File: src/logic/sfg_map.vh
`ifndef SFG_MAP_VH
`define SFG_MAP_VH

// Register byte offsets on the APB bus.
`define SFG_OFS_CTRL 8'h00
`define SFG_OFS_LOCK 8'h04
`define SFG_OFS_FUSE 8'h08

// Field positions inside store_program_control.
`define SFG_BIT_IE 7
`define SFG_BIT_BUSY 6
`define SFG_BIT_RSVD 5
`define SFG_CMD_MSB 4

// Reset value of store_program_control and its command field.
`define SFG_CTRL_RST 8'h00
`define SFG_CMD_IDLE 5'h00

// Command patterns of the low five bits.
`define SFG_CMD_REENABLE 5'h11
`define SFG_CMD_LOCKSET 5'h09
`define SFG_CMD_PGWRITE 5'h05
`define SFG_CMD_PGERASE 5'h03
`define SFG_CMD_PGLOAD 5'h01

// Lock fields after chip erase: all bits unprogrammed.
`define SFG_LOCK_ERASED 4'hf
// Position of the lock bits inside the low data byte of a lock-set store.
`define SFG_LOCK_DATA_LSB 2

// Byte address where the loader section starts, and where the halting section starts.
`define SFG_LOADER_START 14'h3800
`define SFG_HALT_START 14'h3800
// Application reset vector (word address).
`define SFG_APP_VECTOR 13'h0000

// Store arming window in clock cycles.
`define SFG_ARM_WINDOW 3'h4
// Default length of a page erase or page write in clock cycles.
`define SFG_PROG_CYCLES 16'h0028

`endif

File: src/logic/sfg_lock_decode.v
`timescale 1ns/1ns
`default_nettype none

// Decodes one two-bit lock field into the three kinds of restriction it imposes.
module sfg_lock_decode (
  // Lock field bits, 1 means unprogrammed.
  input wire lock_hi,
  input wire lock_lo,
  // Decoded restrictions.
  output wire store_block,
  output wire load_block,
  output wire irq_block
);

  // Mode 1 (11) leaves every output low, so the section is unrestricted.
  // Modes 2 (10) and 3 (00) have the low bit programmed and forbid stores.
  assign store_block = ~lock_lo;
  // Modes 3 (00) and 4 (01) have the high bit programmed and forbid cross-section loads.
  assign load_block = ~lock_hi;
  // The same modes suppress interrupts when vectors sit in the other section.
  assign irq_block = ~lock_hi;

endmodule // sfg_lock_decode

`default_nettype wire

File: src/logic/sfg_top.v
`timescale 1ns/1ns
`default_nettype none
`include "sfg_map.vh"

module sfg_top #(
  // Length of a page erase or page write, in clock cycles.
  parameter [15:0] PROG_CYCLES = `SFG_PROG_CYCLES
) (
  // Clock and synchronous active-low reset.
  input wire clk,
  input wire rst_b,
  // APB slave.
  input wire psel,
  input wire penable,
  input wire pwrite,
  input wire [7:0] paddr,
  input wire [31:0] pwdata,
  output reg [31:0] prdata,
  output reg pready,
  output reg pslverr,
  // Processor core, same clock.
  input wire [13:0] core_pc,
  input wire core_store,
  input wire [13:0] core_store_addr,
  input wire [15:0] core_store_data,
  input wire core_load,
  input wire [13:0] core_load_addr,
  input wire core_gie,
  input wire core_vec_in_loader,
  // Results to the core.
  output reg store_done_r,
  output reg store_refused_r,
  output reg load_grant_r,
  output reg load_refused_r,
  output reg cpu_halt_r,
  output reg irq_req_r,
  output reg irq_suppress_r,
  output reg [12:0] reset_vector_r,
  // Flash array and page buffer strobes.
  output reg page_erase_r,
  output reg page_write_r,
  output reg [13:0] page_addr_r,
  output reg pbuf_load_r,
  output reg pbuf_discard_r,
  output reg concurrent_section_busy_r,
  // External programming interface pins, asynchronous.
  input wire ext_lock_we,
  input wire [3:0] ext_lock_data,
  input wire ext_chip_erase,
  input wire ext_loader_reset_fuse
);

  // One-hot sequencer states.
  localparam [2:0] ST_IDLE = 3'b001;
  localparam [2:0] ST_ARMED = 3'b010;
  localparam [2:0] ST_PROG = 3'b100;

  reg [2:0] state_r; // Sequencer state.
  reg [4:0] cmd_r; // Low five control bits; bit 0 is store_enable.
  reg store_ready_irq_enable_r; // Control bit 7.
  reg [2:0] win_cnt_r; // Cycles left in the arming window.
  reg [15:0] prog_cnt_r; // Cycles left in a page erase or write.
  reg pbuf_loaded_r; // The page buffer holds at least one loaded word.
  reg [3:0] lock_r; // {loader_lock_hi, loader_lock_lo, app_lock_hi, app_lock_lo}.
  reg fuse_cap_r; // Set once the reset vector has been captured.
  // Two-stage synchronisers for the programming pins, plus edge history.
  reg ext_we_s1_r, ext_we_s2_r, ext_we_d_r;
  reg ext_ce_s1_r, ext_ce_s2_r, ext_ce_d_r;
  reg [3:0] ext_data_s1_r, ext_data_s2_r;
  reg fuse_s1_r, fuse_s2_r;

  wire store_enable = cmd_r[0];
  wire apb_setup = psel & penable & ~pready;
  wire apb_wr = psel & penable & pready & pwrite;
  // Section of the running code and of each target address.
  wire pc_in_loader = core_pc >= `SFG_LOADER_START;
  wire st_in_loader = core_store_addr >= `SFG_LOADER_START;
  wire ld_in_loader = core_load_addr >= `SFG_LOADER_START;
  wire st_in_halt = core_store_addr >= `SFG_HALT_START;
  wire ld_in_halt = core_load_addr >= `SFG_HALT_START;
  // A write that carries one of the five legal command patterns.
  wire [4:0] wr_cmd = pwdata[`SFG_CMD_MSB:0];
  wire cmd_legal = (wr_cmd == `SFG_CMD_REENABLE) | (wr_cmd == `SFG_CMD_LOCKSET) |
                   (wr_cmd == `SFG_CMD_PGWRITE) | (wr_cmd == `SFG_CMD_PGERASE) |
                   (wr_cmd == `SFG_CMD_PGLOAD);

  // Per-section decoded restrictions: index 0 application, index 1 loader.
  wire [1:0] blk_store;
  wire [1:0] blk_load;
  wire [1:0] blk_irq;
  genvar gi;
  generate
    for (gi = 0; gi < 2; gi = gi + 1) begin : g_lock
      sfg_lock_decode u_dec (
        .lock_hi(lock_r[2 * gi + 1]),
        .lock_lo(lock_r[2 * gi]),
        .store_block(blk_store[gi]),
        .load_block(blk_load[gi]),
        .irq_block(blk_irq[gi])
      );
    end
  endgenerate

  // The general memory lock levels are not an input here at all, so they cannot gate stores or loads.
  // Store target restriction, and load restriction only when code reads the other section.
  wire st_blocked = st_in_loader ? blk_store[1] : blk_store[0];
  wire ld_cross = ld_in_loader != pc_in_loader;
  wire ld_blocked = ld_cross & (ld_in_loader ? blk_load[1] : blk_load[0]);
  // Loads into the concurrent section are refused while it is busy.
  wire ld_busy = concurrent_section_busy_r & ~ld_in_halt;
  wire [13:0] loader_vec_word = `SFG_LOADER_START >> 1; // Loader start as a word address.

  // Synchronisers: only the second stage feeds any logic.
  // The fuse pair runs through reset, so a programmed fuse has settled by the time reset ends.
  always @(posedge clk) begin
    fuse_s1_r <= ext_loader_reset_fuse;
    fuse_s2_r <= fuse_s1_r;
    if (!rst_b) begin
      ext_we_s1_r <= 1'b0;
      ext_we_s2_r <= 1'b0;
      ext_we_d_r <= 1'b0;
      ext_ce_s1_r <= 1'b0;
      ext_ce_s2_r <= 1'b0;
      ext_ce_d_r <= 1'b0;
      ext_data_s1_r <= 4'h0;
      ext_data_s2_r <= 4'h0;
    end else begin
      ext_we_s1_r <= ext_lock_we;
      ext_we_s2_r <= ext_we_s1_r;
      ext_we_d_r <= ext_we_s2_r;
      ext_ce_s1_r <= ext_chip_erase;
      ext_ce_s2_r <= ext_ce_s1_r;
      ext_ce_d_r <= ext_ce_s2_r;
      ext_data_s1_r <= ext_lock_data;
      ext_data_s2_r <= ext_data_s1_r;
    end
  end

  // Reset vector: caught from the synchronised fuse once after reset release.
  // The processor has no path to the fuse; only the external pin moves it.
  always @(posedge clk) begin
    if (!rst_b) begin
      reset_vector_r <= `SFG_APP_VECTOR;
      fuse_cap_r <= 1'b0;
    end else if (!fuse_cap_r) begin
      // Unprogrammed fuse (1) starts at zero, programmed (0) at the loader.
      reset_vector_r <= fuse_s2_r ? `SFG_APP_VECTOR : loader_vec_word[12:0];
      fuse_cap_r <= 1'b1;
    end
  end

  // APB slave: one wait state, read data and error prepared for the answer cycle.
  always @(posedge clk) begin
    if (!rst_b) begin
      pready <= 1'b0;
      prdata <= 32'h0000_0000;
      pslverr <= 1'b0;
    end else begin
      pready <= apb_setup;
      pslverr <= 1'b0;
      prdata <= 32'h0000_0000;
      if (apb_setup) begin
        case (paddr)
          // Bit 5 is reserved and always reads zero.
          `SFG_OFS_CTRL: prdata <= {24'h00_0000, store_ready_irq_enable_r, concurrent_section_busy_r, 1'b0, cmd_r};
          `SFG_OFS_LOCK: prdata <= {28'h000_0000, lock_r};
          `SFG_OFS_FUSE: prdata <= {31'h0000_0000, fuse_s2_r};
          // Unmapped offsets answer with an error and zero data.
          default: pslverr <= 1'b1;
        endcase
      end
    end
  end

  // Interrupt outputs, refreshed every cycle.
  always @(posedge clk) begin
    if (!rst_b) begin
      irq_req_r <= 1'b0;
      irq_suppress_r <= 1'b0;
    end else begin
      // Ready interrupt stays requested while store_enable is clear.
      irq_req_r <= store_ready_irq_enable_r & core_gie & ~store_enable;
      // Vectors in one section, code in the other, and that section's field forbids it.
      irq_suppress_r <= (blk_irq[0] & core_vec_in_loader & ~pc_in_loader) |
                        (blk_irq[1] & ~core_vec_in_loader & pc_in_loader);
    end
  end

  // Load checking: one answer per load pulse, one cycle later.
  always @(posedge clk) begin
    if (!rst_b) begin
      load_grant_r <= 1'b0;
      load_refused_r <= 1'b0;
    end else begin
      load_grant_r <= core_load & ~ld_blocked & ~ld_busy;
      load_refused_r <= core_load & (ld_blocked | ld_busy);
    end
  end

  // Lock fields: bits may only go from 1 to 0, except on chip erase and reset.
  always @(posedge clk) begin
    if (!rst_b) begin
      lock_r <= `SFG_LOCK_ERASED;
    end else if (ext_ce_s2_r & ~ext_ce_d_r) begin
      lock_r <= `SFG_LOCK_ERASED;
    end else begin
      if (ext_we_s2_r & ~ext_we_d_r) begin
        lock_r <= lock_r & ext_data_s2_r;
      end else if (state_r == ST_ARMED && core_store && cmd_r == `SFG_CMD_LOCKSET && pc_in_loader) begin
        lock_r <= lock_r & core_store_data[`SFG_LOCK_DATA_LSB + 3:`SFG_LOCK_DATA_LSB];
      end
    end
  end

  // Command sequencer: arming window, store execution, erase and write timing.
  always @(posedge clk) begin
    if (!rst_b) begin
      // Every writable control bit starts at zero.
      state_r <= ST_IDLE;
      cmd_r <= `SFG_CMD_IDLE;
      store_ready_irq_enable_r <= 1'b0;
      concurrent_section_busy_r <= 1'b0;
      win_cnt_r <= 3'h0;
      prog_cnt_r <= 16'h0000;
      pbuf_loaded_r <= 1'b0;
      cpu_halt_r <= 1'b0;
      store_done_r <= 1'b0;
      store_refused_r <= 1'b0;
      page_erase_r <= 1'b0;
      page_write_r <= 1'b0;
      page_addr_r <= 14'h0000;
      pbuf_load_r <= 1'b0;
      pbuf_discard_r <= 1'b0;
    end else begin
      // Pulses default low.
      store_done_r <= 1'b0;
      store_refused_r <= 1'b0;
      page_erase_r <= 1'b0;
      page_write_r <= 1'b0;
      pbuf_load_r <= 1'b0;
      pbuf_discard_r <= 1'b0;
      // Interrupt enable is always writable, even during an operation.
      if (apb_wr && paddr == `SFG_OFS_CTRL) begin
        store_ready_irq_enable_r <= pwdata[`SFG_BIT_IE];
      end
      case (state_r)
        ST_IDLE: begin
          // Only legal patterns arm the store; anything else leaves the command bits alone.
          // Writes while store_enable is set never reach here, so a re-enable cannot cut an operation short.
          if (apb_wr && paddr == `SFG_OFS_CTRL && cmd_legal) begin
            cmd_r <= wr_cmd;
            win_cnt_r <= `SFG_ARM_WINDOW;
            state_r <= ST_ARMED;
            // A re-enable during buffer loading throws the buffer away.
            if (wr_cmd == `SFG_CMD_REENABLE && pbuf_loaded_r) begin
              pbuf_discard_r <= 1'b1;
              pbuf_loaded_r <= 1'b0;
            end
          end
        end
        ST_ARMED: begin
          if (core_store) begin
            if (!pc_in_loader) begin
              // Stores from application code are never executed.
              store_refused_r <= 1'b1;
              cmd_r <= `SFG_CMD_IDLE;
              state_r <= ST_IDLE;
            end else begin
              case (cmd_r)
                `SFG_CMD_REENABLE: begin
                  // Store within the window re-opens the concurrent section.
                  concurrent_section_busy_r <= 1'b0;
                  store_done_r <= 1'b1;
                  cmd_r <= `SFG_CMD_IDLE;
                  state_r <= ST_IDLE;
                end
                `SFG_CMD_PGLOAD: begin
                  // A page-buffer load clears the busy flag on its own.
                  concurrent_section_busy_r <= 1'b0;
                  pbuf_load_r <= 1'b1;
                  pbuf_loaded_r <= 1'b1;
                  page_addr_r <= core_store_addr;
                  store_done_r <= 1'b1;
                  cmd_r <= `SFG_CMD_IDLE;
                  state_r <= ST_IDLE;
                end
                `SFG_CMD_PGERASE, `SFG_CMD_PGWRITE: begin
                  if (st_blocked) begin
                    // Locked target: flash is left untouched.
                    store_refused_r <= 1'b1;
                    cmd_r <= `SFG_CMD_IDLE;
                    state_r <= ST_IDLE;
                  end else begin
                    page_erase_r <= cmd_r == `SFG_CMD_PGERASE;
                    page_write_r <= cmd_r == `SFG_CMD_PGWRITE;
                    page_addr_r <= core_store_addr;
                    prog_cnt_r <= PROG_CYCLES;
                    // Halting section stalls the processor, otherwise the concurrent section goes busy.
                    cpu_halt_r <= st_in_halt;
                    concurrent_section_busy_r <= concurrent_section_busy_r | ~st_in_halt;
                    state_r <= ST_PROG;
                  end
                end
                default: begin
                  // Lock-set: the field update happens in the lock process.
                  store_done_r <= 1'b1;
                  cmd_r <= `SFG_CMD_IDLE;
                  state_r <= ST_IDLE;
                end
              endcase
            end
          end else if (win_cnt_r == 3'h1) begin
            // No store in the window: the command lapses.
            cmd_r <= `SFG_CMD_IDLE;
            state_r <= ST_IDLE;
          end else begin
            win_cnt_r <= win_cnt_r - 3'h1;
          end
        end
        ST_PROG: begin
          // store_enable stays set until the erase or write finishes.
          if (prog_cnt_r == 16'h0001) begin
            store_done_r <= 1'b1;
            cpu_halt_r <= 1'b0;
            // A finished page write empties the buffer.
            if (cmd_r == `SFG_CMD_PGWRITE) begin
              pbuf_loaded_r <= 1'b0;
            end
            cmd_r <= `SFG_CMD_IDLE;
            state_r <= ST_IDLE;
          end else begin
            prog_cnt_r <= prog_cnt_r - 16'h0001;
          end
        end
        default: begin
          // Unreachable codes fall back to idle.
          cmd_r <= `SFG_CMD_IDLE;
          state_r <= ST_IDLE;
        end
      endcase
    end
  end

endmodule // sfg_top

`default_nettype wire

File: config.mk
export PLATFORM = sky130hd
export DESIGN_NAME = sfg_top
export DESIGN_NICKNAME = d
export VERILOG_FILES = /design/src/logic/sfg_lock_decode.v /design/src/logic/sfg_top.v
export VERILOG_INCLUDE_DIRS = /design/src /design/src/logic
export SDC_FILE = /design/constraint.sdc
export NUM_CORES = 1
export LEC_CHECK = 0
export ABC_AREA = 1
export ABC_CLOCK_PERIOD_IN_PS = 1600
export BUFFER_PORTS_ARGS = -buffer_cell sky130_fd_sc_hd__clkbuf_2
export CAP_MARGIN = 25
export CORE_ASPECT_RATIO = 1.1
export CORE_MARGIN = 10
export CORE_UTILIZATION = 34
export CTS_BUF_LIST = sky130_fd_sc_hd__clkbuf_2 sky130_fd_sc_hd__clkbuf_4 sky130_fd_sc_hd__clkbuf_8
export CTS_CLUSTER_SIZE = 16
export DETAILED_ROUTE_END_ITERATION = 8
export SYNTH_ARGS = -nofsm -noshare
export SYNTH_HDL_FRONTEND = slang
export SYNTH_SLANG_ARGS = --single-unit
File: constraint.sdc
create_clock -name clk -period 1.6 [get_ports clk]
set_input_delay 0.32 -clock clk [delete_from_list [all_inputs] [get_ports clk]]
set_output_delay 0.32 -clock clk [all_outputs]
set_load 0.05 [all_outputs]
After elaboration in Yosys (flattened, before gate mapping)
Cells that the tools add are included.

$add $sub $neg: 2. Magnitude comparators: 3. Eq/ne operators: 33. Muxes and demuxes: 62. Bitwise gates (word level): 44. Reductions and logical operators: 30.

Operators with widths (number): $mux 16 (5); $ge 14x14->1 const B (3); $mux 5 (7); $pmux 16 s2 (1); $mux 3 (10); $pmux 14 s2 (1); $mux 1 (26); $pmux 8 s3 (1); $ne 2x2->1 const B (11); $not 1->1 (18); $and 1x1->1 (17); $eq 16x1->1 const B (1); $sub 16x1->16 const B (1); $pmux 5 s3 (1); $mux 14 (1); $mux 13 (1); $reduce_and 4->1 (3); $reduce_and 6->1 (2); $eq 5x1->1 const B (2); $eq 5x2->1 const B (2); $eq 5x3->1 const B (2); $eq 5x4->1 const B (2); $eq 5x5->1 const B (2); $reduce_and 5->1 (2); other kinds (27) (52).

Bits in registers: 123. Bits of input ports: 114. Output and inout port bits: 73. Logic and storage cells: 209.

Longest topological paths before layout
Depth after elaboration: 8. Mapped depth: 12. Depth with buffers taken out: 11.

Cells and area by module
A second synthesis with hierarchy kept.

Cell total of the unflattened synthesis: 607. Area, all modules: 4468.0 um^2.

By module, submodules not included: sfg_top (instances 1, cells each 601, area each 4438.0 um^2, sequential area each 1721.7 um^2); sfg_lock_decode (instances 2, cells each 3, area each 15.0 um^2, sequential area each 0.0 um^2).

Least setup slack after synthesis
Ideal clock, no wire load.

Path kind: reg2reg. Start: register pready. End: register cmd_r[0]. Library setup time: 0.132 ns. Data arrival time: 1.417 ns. Setup slack: 0.050 ns. Cell stages (with the launch flop): 8. Path buffers: 0. Period minus slack after synthesis: 1.550 ns. Cells stage by stage: dfxtp_1 > nand2_1 > nor2_1 > nand2_1 > o21bai_4 > nand3_1 > nand2_1 > a21oi_1.

Longest elaborated chain between the ends: 6.

Ends and longest elaborated chain: from (decl) (line sfg_top.v:19) `output reg pready,`; from (signal assigned) (line sfg_top.v:159) `pready <= apb_setup;`; $and 1x1->1 (2 in a row) (line sfg_top.v:74) `wire apb_wr = psel & penable & pready & pwrite;`; $logic_and 1x1->1 (no source line); $logic_and 1x1->1 (line sfg_top.v:250) `` if (apb_wr && paddr == `SFG_OFS_CTRL && cmd_legal) begin ``; $ne 2x2->1 (no source line); $reduce_and 4->1 (no source line); to (signal assigned) (line sfg_top.v:251) `cmd_r <= wr_cmd;`; to (signal assigned) (line sfg_top.v:266) `` cmd_r <= `SFG_CMD_IDLE; ``; to (signal assigned) (line sfg_top.v:274) `` cmd_r <= `SFG_CMD_IDLE; ``; to (decl) (line sfg_top.v:59) `reg [4:0] cmd_r;`.

Every way passes these cells. A chain may end at the register's enable or synchronous reset.

Worst setup path in the final report
Start: register prog_cnt_r[1]. End: register prog_cnt_r[3].

Longest elaborated chain between the ends: 3. Elaborated cells on any way between the ends: 6. Classes of those cells: 1 x add/sub; 2 x eq/ne; 2 x mux; 1 x reduce/logical.

Ends and longest elaborated chain: from (decl) (line sfg_top.v:62) `reg [15:0] prog_cnt_r;`; from (signal assigned) (line sfg_top.v:332) `prog_cnt_r <= prog_cnt_r - 16'h0001;`; $sub 16x1->16 or $eq 16x1->1 (tied branches) (line sfg_top.v:332, sfg_top.v:322); $mux 16 or $ne 2x2->1 (tied branches); $pmux 16 s2 or $reduce_and 6->1 (tied branches).

Parallel ways exist; a longest one is shown, timed or not. The select of a mux whose other input is x is not followed.

==> impl_metrics.json <==
{
  "grt_max_degree": 35,
  "placed_cell_area_mm2": 0.00486,
  "end_kind": "register",
  "clock_latency_ns": 0.38,
  "p_leak_nw": 2.63,
  "design.core.area_mm2": 0.0119,
  "fillCellCount": 1231,
  "cts_tree": "yes",
  "cap_viol_max_count": 0,
  "design_area_mm2": 0.00529,
  "drt-total-wl_mm": 11.1,
  "vias": 3925,
  "yosys.area.top_type": "dfxtp_1",
  "synthArstFlopShare_pct": 0,
  "crit_arrival_ns": 1.79,
  "yosys_warnings": 0,
  "viasPerCell": 4.54,
  "nets": 824,
  "worstSetupPathType": "reg2reg",
  "wl_per_cell_um": 12.8,
  "rsz0062_at_grt": "true",
  "synth_top_area_share_pct": 41.8,
  "yosysMostFrequentCell": "nand2_1",
  "ys_ff_latch": 86,
  "drtIter0Drc": 317,
  "syn_to_final_growth_pct": 28.4,
  "route.detailed.drc": 0,
  "antennaDiodeCount": 0,
  "seq_area_frac_synth_pct": 41.8,
  "synth_area_leaders": "dfxtp_1 (42%), nand2_1 (9.5%), nor2_1 (7.4%)",
  "start_kind": "register",
  "cts_max_path_buffers": 2,
  "grt_pass1_vias": 3813,
  "skew_ns": 0.0131,
  "period_share_pct": 94.8,
  "setup_violations": 0,
  "die_x_um": 125,
  "drt_pass1_iterations": 4,
  "crit_fanout": 5,
  "drive_above_1_share_pct": 30.7,
  "antenna_left": 0,
  "slew_violations": 0,
  "die_h_um": 135,
  "track_usage_pct": 12.5,
  "cts_num_sinks": 86,
  "hold_slack_ns": 0.0428,
  "grt_overflow": 0,
  "cts_buffers": 9,
  "antenna_found_initial": 0,
  "synth.avg_cell_area_um2": 7.25,
  "synth_commonest_cells": "nand2_1 (104), dfxtp_1 (86), nor2_1 (81), inv_1 (74), buf_4 (39)",
  "synth_edf_count": 0,
  "cts_max_level": 3,
  "hold_violations": 0,
  "dieArea_mm2": 0.0169,
  "cts.clk_slew.worst_paths_ns": 0.10,
  "ys.flop_type": "dfxtp_1",
  "dpl.hpwl_mm": 8.56,
  "synth_area_mm2": 0.00412,
  "fmax_ghz": 0.659,
  "initial_utilization_pct": 34.5,
  "place_congestion": 0.891,
  "cts_root_buf": "clkbuf_8",
  "postSynthCellCount": 568,
  "hold_class": "in2reg",
  "grt_pass1_wl_mm": 17.8,
  "post-route-min-period_ns": 1.52,
  "rows": 42,
  "power_mw": 4.26,
  "critPathRequiredTime_ns": 1.88,
  "io_pins": 187,
  "peakVddDrop_mv": 0.332,
  "power_density_mw_per_mm2": 805,
  "status": "finished, final reports clean",
  "ys_types": 34,
  "port_buffers": 91
}
-- flip-flops by register name (all words and copies together), names as in the netlist, 3 cells and up --
name	flops
win_cnt_r	3
cmd_r	5
ext_data_s1_r	4
page_addr_r	14
ext_data_s2_r	4
lock_r	4
prdata	7
state_r	3
prog_cnt_r	16
-- where the power goes --
| part | switching, mW | internal (mW) |
|---|---|---|
| registers | 0.0233 | 2.18 |
| clock network | 0.896 | 0.603 |
| logic | 0.398 | 0.154 |
-- metrics by stage --
stage | utilization, % | worst slack [ns] | instances | TNS (ns)
6_report | 44.3 | 0.0828 | 865 | 0
5_1_grt | 44.3 | -0.0381 | 865 | -0.0579
4_1_cts | 42.6 | -0.00209 | 857 | -0.00209
3_5_place_dp | 40.7 | -0.155 | 839 | -2.29
3_3_place_gp | 40.7 | -0.114 | 839 | -1.57
2_1_floorplan | - | 0.0504 | 602 | 0
-- what timing repair did --
item | in CTS | in global routing
gates cloned | 0 | 1
setup endpoints to repair | 20 | 43
hold buffers | 0 | 0
gates resized for setup | 4 | 43
buffers inserted | 2 | 7
pin swaps | 2 | 9
endpoints found under the hold margin | 0 | 0
-- path summary, 6_finish.rpt --
| path | start | to | slack [ns] | cells after the start |
|---|---|---|---|---|
| worst max-delay path | prog_cnt_r[1] | prog_cnt_r[3] | 0.08 | 11 |
| worst min-delay path | ext_loader_reset_fuse | fuse_s1_r | 0.04 | 1 |
| worst max register to register | prog_cnt_r[1] | prog_cnt_r[3] | 0.08 | 11 |
| worst min register to register | fuse_s1_r | fuse_s2_r | 0.36 | 0 |
-- cell usage in the layout (no fill, tap or decap), types with 3 or more instances in the layout --
cell type,synthesis,layout
nor3_1,24,22
a21oi_1,36,36
buf_4,39,46
o21ai_1,11,11
nand3_2,5,5
nand3_1,31,28
nand2_2,3,3
dfxtp_1,86,78
nor2_4,2,4
dfxtp_2,0,7
inv_2,0,6
nand4_1,11,11
ha_1,4,4
buf_12,0,3
clkbuf_2,0,91
o21ai_2,1,3
conb_1,1,35
and3_1,5,5
inv_1,74,67
clkbuf_8,0,9
nand2_4,2,3
nor3_2,4,6
nor2_2,3,13
inv_6,0,4
o22ai_1,4,4
nand3_4,1,4
nor2_1,81,69
nand2_1,104,103
o21ai_0,14,12
-- cell families (layout without fill, tap and decap cells) --
family / after synthesis / count (layout) / share of synthesized area, %
AOI/OAI and AO/OA: 69 / 69 / 9.03
xor gates and xnor gates: 4 / 4 / 0.851
adders and majority gates: 4 / 4 / 1.22
buffers and inverters: 124 / 232 / 15.5
DFF: 86 / 86 / 41.8
other: 1 / 35 / 0.0911
and+or+nand+nor: 280 / 281 / 31.5
-- worst max-delay path, cell delays in order (launching register included) --
cell	delay (ns)
dfxtp_2	0.35
inv_2	0.05
ha_1	0.16
nand2_1	0.09
nor2_2	0.05
nand2_2	0.09
nand2_4	0.09
buf_4	0.17
o21ai_0	0.16
nand3b_1	0.10
nand2_1	0.07
inv_1	0.04
-- layer usage --
layer | track usage (%) | routed length [µm] | vias to the layer above
met2 | 21.4 | 5420 | 123
met5 | 0 | 0 | -
li1 | - | - | 2022
met4 | 5.31 | 240 | 0
met3 | 4.19 | 686 | 20
met1 | 14.1 | 4740 | 1760
-- layout make-up --
type,instances,area (µm²),share of cell area (%)
Multi-Input combinational cell,393,2010,38.0
Timing Repair Buffer,142,883,16.7
Clock buffer,9,124,2.34
Inverter,74,282,5.32
Sequential cell,86,1730,32.8
Tap cell,154,193,3.64
Clock inverter,7,63.8,1.21
(Power assumes the default switching activity.)
